**src/prst_consts.vh**
```
// Constants for the port readback self-test block: register offsets,
// field positions and reset values. Definitions only.
`ifndef PRST_CONSTS_VH
`define PRST_CONSTS_VH
`define PRST_KEY_PATTERN 8'hca
`define PRST_KEY_RESET 8'h00
`define PRST_PORT_RESET 8'hff
`define PRST_OFS_KEY 4'h0
`define PRST_OFS_DATA 4'h1
`define PRST_OFS_DIR 4'h2
`define PRST_OFS_PIN 4'h3
`define PRST_OFS_READ 4'h4
`define PRST_OFS_BITOP 4'h5
`define PRST_OFS_ANSEL 4'h6
`define PRST_OFS_FUNC 4'h7
`define PRST_OFS_CHAN 4'h8
`define PRST_OFS_WKEN 4'h9
`define PRST_OFS_STAT 4'ha
`define PRST_OFS_MASK 4'hb
`define PRST_OFS_SLEEP 4'hc
`define PRST_BITOP_SET 3
`define PRST_STAT_WAKE 0
`define PRST_STAT_KEYCHG 1
`endif

```
**src/prst_pin_read.v**
```verilog
// Read mux for one pin: chooses what a port read returns.
// Assumes all inputs are synchronous to the system clock.
`timescale 1ns/1ps
module prst_pin_read (
    input wire readback_enable_i,
    input wire pin_i,
    input wire latch_i,
    input wire dir_i,
    input wire analog_i,
    input wire serial_i,
    output reg value_o
);
    // Readback returns the pin; otherwise per pin function
    always @* begin
        if (readback_enable_i) begin
            value_o = pin_i;
        end else if (analog_i) begin
            value_o = 1'b0;
        end else if (serial_i || dir_i) begin
            value_o = pin_i;
        end else begin
            value_o = latch_i;
        end
    end
endmodule

```
**src/prst_ana_sw.v**
```verilog
// Analog path switch control for one pin.
// Assumes channel select and function bits come from registers.
`timescale 1ns/1ps
module prst_ana_sw (
    input wire readback_enable_i,
    input wire chan_sel_i,
    input wire ana_func_i,
    output wire close_o
);
    // Readback forces the chosen channel closed for self test
    assign close_o = chan_sel_i & (ana_func_i | readback_enable_i);
endmodule

```
**src/prst_top.v**
```verilog
// Port readback self-test block: one 8-bit port with readback mode,
// analog path control, bit set/clear and wake-up on falling edges.
// Assumes a classic Wishbone master and pins synchronous to clk_i.
//
// Operation
// - Readback is enabled only while the key register holds 11001010.
// - With readback enabled a port read returns the real pin levels.
// - With readback disabled each pin behaves as its chosen function.
// - Disabled, a plain digital pin reads its latch when direction is 0, else the pin level.
// - Disabled, an analog path closes only if its function and channel are chosen.
// - Enabled, the chosen channel's analog path closes whatever its function.
// - Any reset sets data and direction registers to all ones.
// - A bit set or clear reads the port, changes one bit and writes the byte back.
// - In sleep, a falling edge on an enabled pin wakes the device.
//
// Register map (word index, byte address = index * 4):
//   0 readback key, any byte stored, decoded continuously
//   1 port data latch
//   2 port direction, 1 = input
//   3 raw pin levels, read only
//   4 port read value as an instruction would see it, read only
//   5 bit op: [2:0] bit number, [3] 1 sets, 0 clears
//   6 analog function select per pin
//   7 serial function select per pin
//   8 converter channel select, one-hot
//   9 wake enable per pin
//   a status, write one to clear: [0] wake, [1] key written
//   b interrupt mask, same layout as status
//   c sleep, write 1 to sleep, cleared by a wake event
//
// Bus timing: a request is taken at the first edge with cyc and stb high and
// ack low; ack follows for exactly one cycle and read data stands with it.
// Derived outputs (pins, analog switches, enable flag) follow one edge after
// the write that changes them.
// A bit op changes the addressed bit in the value a port read returns at the
// next edge and writes the whole byte to the data latch.
// Limitations: one port is modelled; the converter channel select is a
// plain one-hot register rather than a decoded channel number.
`timescale 1ns/1ps
`include "prst_consts.vh"
module prst_top #(
    parameter WIDTH = 8
) (
    input wire clk_i,
    input wire rst_i,
    input wire wb_cyc_i,
    input wire wb_stb_i,
    input wire wb_we_i,
    input wire [5:0] wb_adr_i,
    input wire [3:0] wb_sel_i,
    input wire [31:0] wb_dat_i,
    output reg [31:0] wb_dat_o,
    output reg wb_ack_o,
    input wire [WIDTH-1:0] pin_i,
    output reg [WIDTH-1:0] pin_o,
    output reg [WIDTH-1:0] pin_oe_o,
    output reg [WIDTH-1:0] ana_close_o,
    output reg readback_enable_o,
    output reg wake_o,
    output reg irq_o
);
    // Control and status registers
    reg [7:0] readback_key_r;
    reg [WIDTH-1:0] port_data_register_r;
    reg [WIDTH-1:0] port_direction_r;
    reg [WIDTH-1:0] ansel_r;
    reg [WIDTH-1:0] serial_r;
    reg [WIDTH-1:0] chan_sel_r;
    reg [WIDTH-1:0] wake_en_r;
    reg [WIDTH-1:0] pin_prev_r;
    reg [1:0] stat_r;
    reg [1:0] mask_r;
    reg sleep_r;
    reg [2:0] bit_idx_r;
    reg bit_set_r;
    reg [3:0] op_r;
    reg bitop_pend_r;
    // Decode nets and per-pin results
    wire [WIDTH-1:0] read_val;
    wire [WIDTH-1:0] close_w;
    wire readback_enable;
    wire [3:0] reg_idx;
    wire acc_go;
    wire wr_go;
    wire [WIDTH-1:0] fall;
    wire wake_evt;
    wire keychg_evt;
    // Combinational helpers
    reg [WIDTH-1:0] rmw_val;
    reg [31:0] rd_nxt;
    reg [1:0] stat_nxt;

    // Key decode is combinational on the stored byte, so the enable follows
    // every key write at once; a near miss of the pattern keeps it low and
    // no partial key can open the readback path
    assign readback_enable = (readback_key_r == `PRST_KEY_PATTERN);
    assign reg_idx = wb_adr_i[5:2];
    assign acc_go = wb_cyc_i && wb_stb_i && !wb_ack_o;
    assign wr_go = acc_go && wb_we_i && wb_sel_i[0];
    assign fall = pin_prev_r & ~pin_i & wake_en_r;
    assign wake_evt = sleep_r && (|fall);
    assign keychg_evt = wr_go && (reg_idx == `PRST_OFS_KEY);

    // Per-pin read mux and analog switch; one small module each, repeated
    // for every pin so the per-pin behaviour is written and checked once
    // Per-pin read mux and analog switch
    genvar g;
    generate
        for (g = 0; g < WIDTH; g = g + 1) begin : g_pin
            prst_pin_read u_rd (
                .readback_enable_i(readback_enable),
                .pin_i(pin_i[g]),
                .latch_i(port_data_register_r[g]),
                .dir_i(port_direction_r[g]),
                .analog_i(ansel_r[g]),
                .serial_i(serial_r[g]),
                .value_o(read_val[g])
            );
            prst_ana_sw u_sw (
                .readback_enable_i(readback_enable),
                .chan_sel_i(chan_sel_r[g]),
                .ana_func_i(ansel_r[g]),
                .close_o(close_w[g])
            );
        end
    endgenerate

    // Bit op: modify the value a port read returns, one bit, full byte back
    always @* begin
        rmw_val = read_val;
        rmw_val[bit_idx_r] = bit_set_r;
    end

    // Sticky status: a set in the same cycle as a clear wins
    always @* begin
        stat_nxt = stat_r;
        if (wr_go && reg_idx == `PRST_OFS_STAT) begin
            stat_nxt = stat_r & ~wb_dat_i[1:0];
        end
        if (wake_evt) begin
            stat_nxt[`PRST_STAT_WAKE] = 1'b1;
        end
        if (keychg_evt) begin
            stat_nxt[`PRST_STAT_KEYCHG] = 1'b1;
        end
    end

    // Read data mux; unmapped offsets read zero
    always @* begin
        rd_nxt = 32'h0000_0000;
        case (reg_idx)
            `PRST_OFS_KEY: rd_nxt[7:0] = readback_key_r;
            `PRST_OFS_DATA: rd_nxt[WIDTH-1:0] = port_data_register_r;
            `PRST_OFS_DIR: rd_nxt[WIDTH-1:0] = port_direction_r;
            `PRST_OFS_PIN: rd_nxt[WIDTH-1:0] = pin_i;
            `PRST_OFS_READ: rd_nxt[WIDTH-1:0] = read_val;
            `PRST_OFS_BITOP: rd_nxt[3:0] = op_r;
            `PRST_OFS_ANSEL: rd_nxt[WIDTH-1:0] = ansel_r;
            `PRST_OFS_FUNC: rd_nxt[WIDTH-1:0] = serial_r;
            `PRST_OFS_CHAN: rd_nxt[WIDTH-1:0] = chan_sel_r;
            `PRST_OFS_WKEN: rd_nxt[WIDTH-1:0] = wake_en_r;
            `PRST_OFS_STAT: rd_nxt[1:0] = stat_r;
            `PRST_OFS_MASK: rd_nxt[1:0] = mask_r;
            `PRST_OFS_SLEEP: rd_nxt[0] = sleep_r;
            default: rd_nxt = 32'h0000_0000;
        endcase
    end

    // Bus handshake: a request is taken while ack is low and answered one cycle
    // later; the ack gate keeps a held request from being taken twice
    always @(posedge clk_i) begin
        if (rst_i) begin
            wb_ack_o <= 1'b0;
            wb_dat_o <= 32'h0000_0000;
        end else begin
            wb_ack_o <= acc_go;
            if (acc_go && !wb_we_i) begin
                wb_dat_o <= rd_nxt;
            end
        end
    end

    // Key register: any byte is stored and read back; only the pattern
    // enables readback, so software can check a failed unlock by reading
    always @(posedge clk_i) begin
        if (rst_i) begin
            readback_key_r <= `PRST_KEY_RESET;
        end else if (wr_go && reg_idx == `PRST_OFS_KEY) begin
            readback_key_r <= wb_dat_i[7:0];
        end
    end

    // Data latch: byte writes, and the write-back half of a bit op; the
    // write-back uses the whole port value, so digital input pins copy their level
    always @(posedge clk_i) begin
        if (rst_i) begin
            port_data_register_r <= `PRST_PORT_RESET;
        end else if (bitop_pend_r) begin
            port_data_register_r <= rmw_val;
        end else if (wr_go && reg_idx == `PRST_OFS_DATA) begin
            port_data_register_r <= wb_dat_i[WIDTH-1:0];
        end
    end

    // Sleep flag: software sets it, a wake event clears it; the wake wins a
    // tie so a falling edge is never lost behind a late sleep write
    always @(posedge clk_i) begin
        if (rst_i) begin
            sleep_r <= 1'b0;
        end else if (wake_evt) begin
            sleep_r <= 1'b0;
        end else if (wr_go && reg_idx == `PRST_OFS_SLEEP) begin
            sleep_r <= wb_dat_i[0];
        end
    end

    // Remaining control registers take plain byte writes
    always @(posedge clk_i) begin
        if (rst_i) begin
            port_direction_r <= `PRST_PORT_RESET;
            ansel_r <= {WIDTH{1'b0}};
            serial_r <= {WIDTH{1'b0}};
            chan_sel_r <= {WIDTH{1'b0}};
            wake_en_r <= {WIDTH{1'b0}};
            mask_r <= 2'h0;
            bit_idx_r <= 3'h0;
            bit_set_r <= 1'b0;
            op_r <= 4'h0;
        end else if (wr_go) begin
            case (reg_idx)
                `PRST_OFS_DIR: port_direction_r <= wb_dat_i[WIDTH-1:0];
                `PRST_OFS_BITOP: begin
                    // Write [2:0] bit, [3] set; the write-back follows one edge later
                    op_r <= wb_dat_i[3:0];
                    bit_idx_r <= wb_dat_i[2:0];
                    bit_set_r <= wb_dat_i[`PRST_BITOP_SET];
                end
                `PRST_OFS_ANSEL: ansel_r <= wb_dat_i[WIDTH-1:0];
                `PRST_OFS_FUNC: serial_r <= wb_dat_i[WIDTH-1:0];
                `PRST_OFS_CHAN: chan_sel_r <= wb_dat_i[WIDTH-1:0];
                `PRST_OFS_WKEN: wake_en_r <= wb_dat_i[WIDTH-1:0];
                `PRST_OFS_MASK: mask_r <= wb_dat_i[1:0];
                default: op_r <= op_r;
            endcase
        end
    end

    // Second phase of a bit op: writes the whole modified byte back
    always @(posedge clk_i) begin
        if (rst_i) begin
            bitop_pend_r <= 1'b0;
        end else begin
            bitop_pend_r <= wr_go && (reg_idx == `PRST_OFS_BITOP);
        end
    end

    // Pin drivers follow the latch; analog pins never drive, so the path sees the pin
    always @(posedge clk_i) begin
        if (rst_i) begin
            pin_o <= `PRST_PORT_RESET;
            pin_oe_o <= {WIDTH{1'b0}};
        end else begin
            pin_o <= port_data_register_r;
            pin_oe_o <= ~port_direction_r & ~ansel_r;
        end
    end

    // Analog switches and enable flag are registered copies of the decode
    always @(posedge clk_i) begin
        if (rst_i) begin
            ana_close_o <= {WIDTH{1'b0}};
            readback_enable_o <= 1'b0;
        end else begin
            ana_close_o <= close_w;
            readback_enable_o <= readback_enable;
        end
    end

    // Status, interrupt and wake pulse; irq follows the next status value so
    // that it rises with the status bit and not one cycle after it
    always @(posedge clk_i) begin
        if (rst_i) begin
            wake_o <= 1'b0;
            irq_o <= 1'b0;
            stat_r <= 2'h0;
        end else begin
            wake_o <= wake_evt;
            stat_r <= stat_nxt;
            irq_o <= |(stat_nxt & mask_r);
        end
    end

    // Pin history for falling-edge detect; reset to all ones so pins that
    // idle high give no false edge after reset
    always @(posedge clk_i) begin
        if (rst_i) begin
            pin_prev_r <= {WIDTH{1'b1}};
        end else begin
            pin_prev_r <= pin_i;
        end
    end
endmodule

```
**config.mk**
```make
export PLATFORM = sky130hd
export DESIGN_NAME = prst_top
export DESIGN_NICKNAME = d
export VERILOG_FILES = /design/src/prst_pin_read.v /design/src/prst_ana_sw.v /design/src/prst_top.v
export VERILOG_INCLUDE_DIRS = /design/src
export SDC_FILE = /design/constraint.sdc
export NUM_CORES = 1
export LEC_CHECK = 0
export ABC_AREA = 0
export ABC_CLOCK_PERIOD_IN_PS = 3900
export BUFFER_PORTS_ARGS = -buffer_cell sky130_fd_sc_hd__buf_2
export CAP_MARGIN = 20
export CORE_AREA = 4 4 100 121
export CTS_CLUSTER_DIAMETER = 80
export CTS_CLUSTER_SIZE = 40
export DETAILED_ROUTE_END_ITERATION = 10
export DIE_AREA = 0 0 104 125
export PLACE_DENSITY = 0.83
export SETUP_SLACK_MARGIN = 0.1
export SLEW_MARGIN = 25
export SYNTH_ARGS = -nofsm -noshare
export SYNTH_HDL_FRONTEND = slang
export SYNTH_SLANG_ARGS = --single-unit
```
**constraint.sdc**
```tcl
create_clock -name clk_i -period 3.9 [get_ports clk_i]
set_input_delay 0.195 -clock clk_i [delete_from_list [all_inputs] [get_ports clk_i]]
set_output_delay 0.195 -clock clk_i [all_outputs]
set_load 0.01 [all_outputs]
```
==> results.json <==
{
  "post_cts_resized": 0,
  "finalWirelength_um": 16100,
  "cp-end-kind": "register",
  "status": "completed",
  "synth.avg_cell_area_um2": 8.97,
  "grtUsageMet3_pct": 5.15,
  "dp_hpwl_um": 11400,
  "ir_worst_vdd_mv": 0.214,
  "switching_share_pct": 25.4,
  "hold_class": "in -> reg",
  "tightest_slew_ns": 0.917,
  "grt_pass1_vias": 4549,
  "coreArea_um2": 10900,
  "portBuffers": 61,
  "die_w_um": 104,
  "yosysWarnings": 0,
  "cts.sinks": 110,
  "die_h_um": 125,
  "seq_area_frac_synth_pct": 41.2,
  "power_frac_comb_pct": 7.5,
  "clockPowerShare_pct": 42.3,
  "layout_commonest_cell": "dfxtp_1",
  "synthArstFlopShare_pct": 0,
  "seqCellArea_um2": 2200,
  "gp_congestion": 0.981,
  "cts_tree": "yes",
  "antenna_found_initial": 0,
  "grt_pass1_wl_um": 25400,
  "place_ws_ns": 1.41,
  "num_rows": 42,
  "nets": 688,
  "synth_edf_count": 0,
  "multi_input_area_um2": 2860,
  "cts_hold_buf": 0,
  "wl_per_cell_um": 21.0,
  "clk_latency_ns": 0.35,
  "met2_usage_pct": 38.3,
  "met1_usage_pct": 31.9,
  "finalClockSkew_ns": 0.00572,
  "drv_slew": 0,
  "power_mw": 2.26,
  "critical_path_class": "reg -> reg",
  "powerDensity_nw_per_um2": 383,
  "drc_errors": 0,
  "n_antenna_cell": 0,
  "mostFrequentLayoutCells": "110 x dfxtp_1, 71 x nor2_1, 66 x mux2i_1",
  "pin_count": 115,
  "path_max_fanout": 10,
  "nFillCells": 1019,
  "syn2layout_area_growth_pct": 10.4,
  "crit_path_start_kind": "register",
  "internal_power_mw": 1.69,
  "htree_num_levels": 3,
  "cp_data_required_time_ns": 4.07,
  "max_cap_violations": 0,
  "cts_setup_buffers": 0,
  "arrival_ns": 2.67,
  "power_leakage_nw": 2.27,
  "grt_overflow": 0,
  "root_buffer": "clkbuf_16",
  "min_period_ns": 2.50,
  "dieArea_um2": 13000,
  "finalCritPeriodShare_pct": 64.0,
  "initialDrtViolationCount": 452,
  "busiest_layer": "met2",
  "slew_headroom_pct": 38.8,
  "rsz0062_at_grt": "no",
  "tns_ns": 0,
  "hold_violations": 0,
  "synth_seq_cells": 110,
  "first_pass_iters": 5,
  "drive_gt1_share_pct": 19.0,
  "ant_nets": 0,
  "fmax_mhz": 401,
  "power_frac_seq_pct": 50.2,
  "clockBufferDepth": 2,
  "synth_cells": 596,
  "power.switching_uw": 574,
  "setup_viol": 0,
  "vias_per_cell": 6.20,
  "fin_util_pct": 54.0,
  "dp.cells": 754,
  "synth_ff_type": "dfxtp_1",
  "vias": 4776,
  "clk_pin_slew_ns": 0.07,
  "layoutNonFillerInstCount": 770,
  "grt_util_all_layers_pct": 24.5,
  "start_util_pct": 48.9,
  "synth.distinct_cells": 63,
  "finalWorstSetupSlack_ns": 1.40,
  "grt_start_max_net_pins": 56,
  "cts_buffers": 9,
  "syn_area_um2": 5350
}
==> logic make-up (layout without fill, tap and decap cells) <==
logic type,after synthesis,count (layout),share of synthesized area [%]
AOI/OAI and AO/OA,125,125,15.9
muxes,72,72,13.9
other,1,24,0.0701
DFF,110,110,41.2
buffers and inverters,70,89,7.11
and+or+nand+nor,218,218,21.9
==> cells in the mapped netlist, drive strengths merged, types with 2 or more instances <==
| cell | number | area [um2] |
|---|---|---|
| a2111oi | 2 | 17.5 |
| a21oi | 31 | 155 |
| a22o | 8 | 70.1 |
| a22oi | 5 | 37.5 |
| a2bb2oi | 2 | 17.5 |
| a311oi | 2 | 17.5 |
| a31oi | 7 | 43.8 |
| a32oi | 3 | 26.3 |
| and2 | 3 | 18.8 |
| and3 | 4 | 25.0 |
| and3b | 2 | 17.5 |
| buf | 35 | 249 |
| clkbuf | 29 | 109 |
| dfxtp | 110 | 2200 |
| inv | 6 | 22.5 |
| mux2 | 5 | 60.1 |
| mux2i | 66 | 661 |
| nand2 | 38 | 143 |
| nand2b | 8 | 50.1 |
| nand3 | 7 | 35.0 |
| nand3b | 11 | 82.6 |
| nand4 | 2 | 12.5 |
| nor2 | 76 | 308 |
| nor2b | 8 | 50.1 |
| nor3 | 17 | 85.1 |
| nor3b | 4 | 30.0 |
| nor4 | 4 | 55.1 |
| nor4bb | 2 | 20.0 |
| o211a | 7 | 70.1 |
| o211ai | 2 | 15.0 |
| o21ai | 25 | 125 |
| o221ai | 8 | 70.1 |
| o22ai | 7 | 43.8 |
| o31ai | 2 | 15.0 |
| o32ai | 2 | 17.5 |
| o41ai | 2 | 17.5 |
| or2 | 18 | 113 |
| or3 | 4 | 25.0 |
| or3b | 2 | 17.5 |
| or4b | 4 | 40.0 |
| or4bb | 2 | 22.5 |
==> cell type report <==
class	count	area share, %
tap	132	2.80
timing repair buffer	67	5.94
sequential	110	37.3
clock inverter	7	1.36
multi-input combinational	439	48.4
clock buffer	9	3.82
inverter	6	0.382
==> path summary, 6_finish.rpt <==
path | from | endpoint | slack (ns) | cells after the start
max reg2reg | readback_key_r[6] | port_data_register_r[5] | 1.40 | 5
min | pin_i[6] | pin_prev_r[6] | 0.09 | 3
max | readback_key_r[6] | port_data_register_r[5] | 1.40 | 5
min reg2reg | chan_sel_r[6] | ana_close_o[6] | 0.48 | 1
==> through the flow <==
step                hold slack, ns  area (um2)
finish                      0.0919        5900
global route                0.0894        5900
CTS                         0.0850        5900
detailed placement           0.449        5600
global placement             0.438        5600
floorplan                    0.292        5430
==> power by group through the flow <==
stage / Sequential [mW] / Combinational, mW / Clock (mW)
after floorplan: 1.16 / 0.126 / 0
after global placement: 1.16 / 0.162 / 0
after detailed placement: 1.16 / 0.164 / 0
after CTS: 1.13 / 0.164 / 0.962
after global routing: 1.13 / 0.180 / 1.01
final: 1.13 / 0.170 / 0.956
==> per-layer routing <==
| layer | vias to the layer above | wire length [um] | part of all wire, % |
|---|---|---|---|
| met5 | - | 0 | 0 |
| met4 | 0 | 762 | 4.7 |
| met3 | 54 | 1320 | 8.2 |
| met2 | 266 | 7510 | 47 |
| met1 | 2288 | 6550 | 41 |
| li1 | 2168 | - | - |
==> flip-flops by register name, indices dropped and copies added (netlist names), 8 cells and up <==
register and flops:
chan_sel_r 8, pin_oe_o 8, readback_key_r 8, serial_r 8, port_data_register_r 8, ana_close_o 8, pin_o 8, wake_en_r 8
pin_prev_r 8, ansel_r 8, wb_dat_o 8, port_direction_r 8
==> worst max-delay path, cell delays in order (launching register included) <==
cell      delay [ns]
dfxtp_1         0.38
or4bb_1         0.70
nor2_2          0.61
o221ai_1        0.33
nor2_1          0.17
o221ai_1        0.13
No activity file was read; power rests on OpenSTA's default activity.
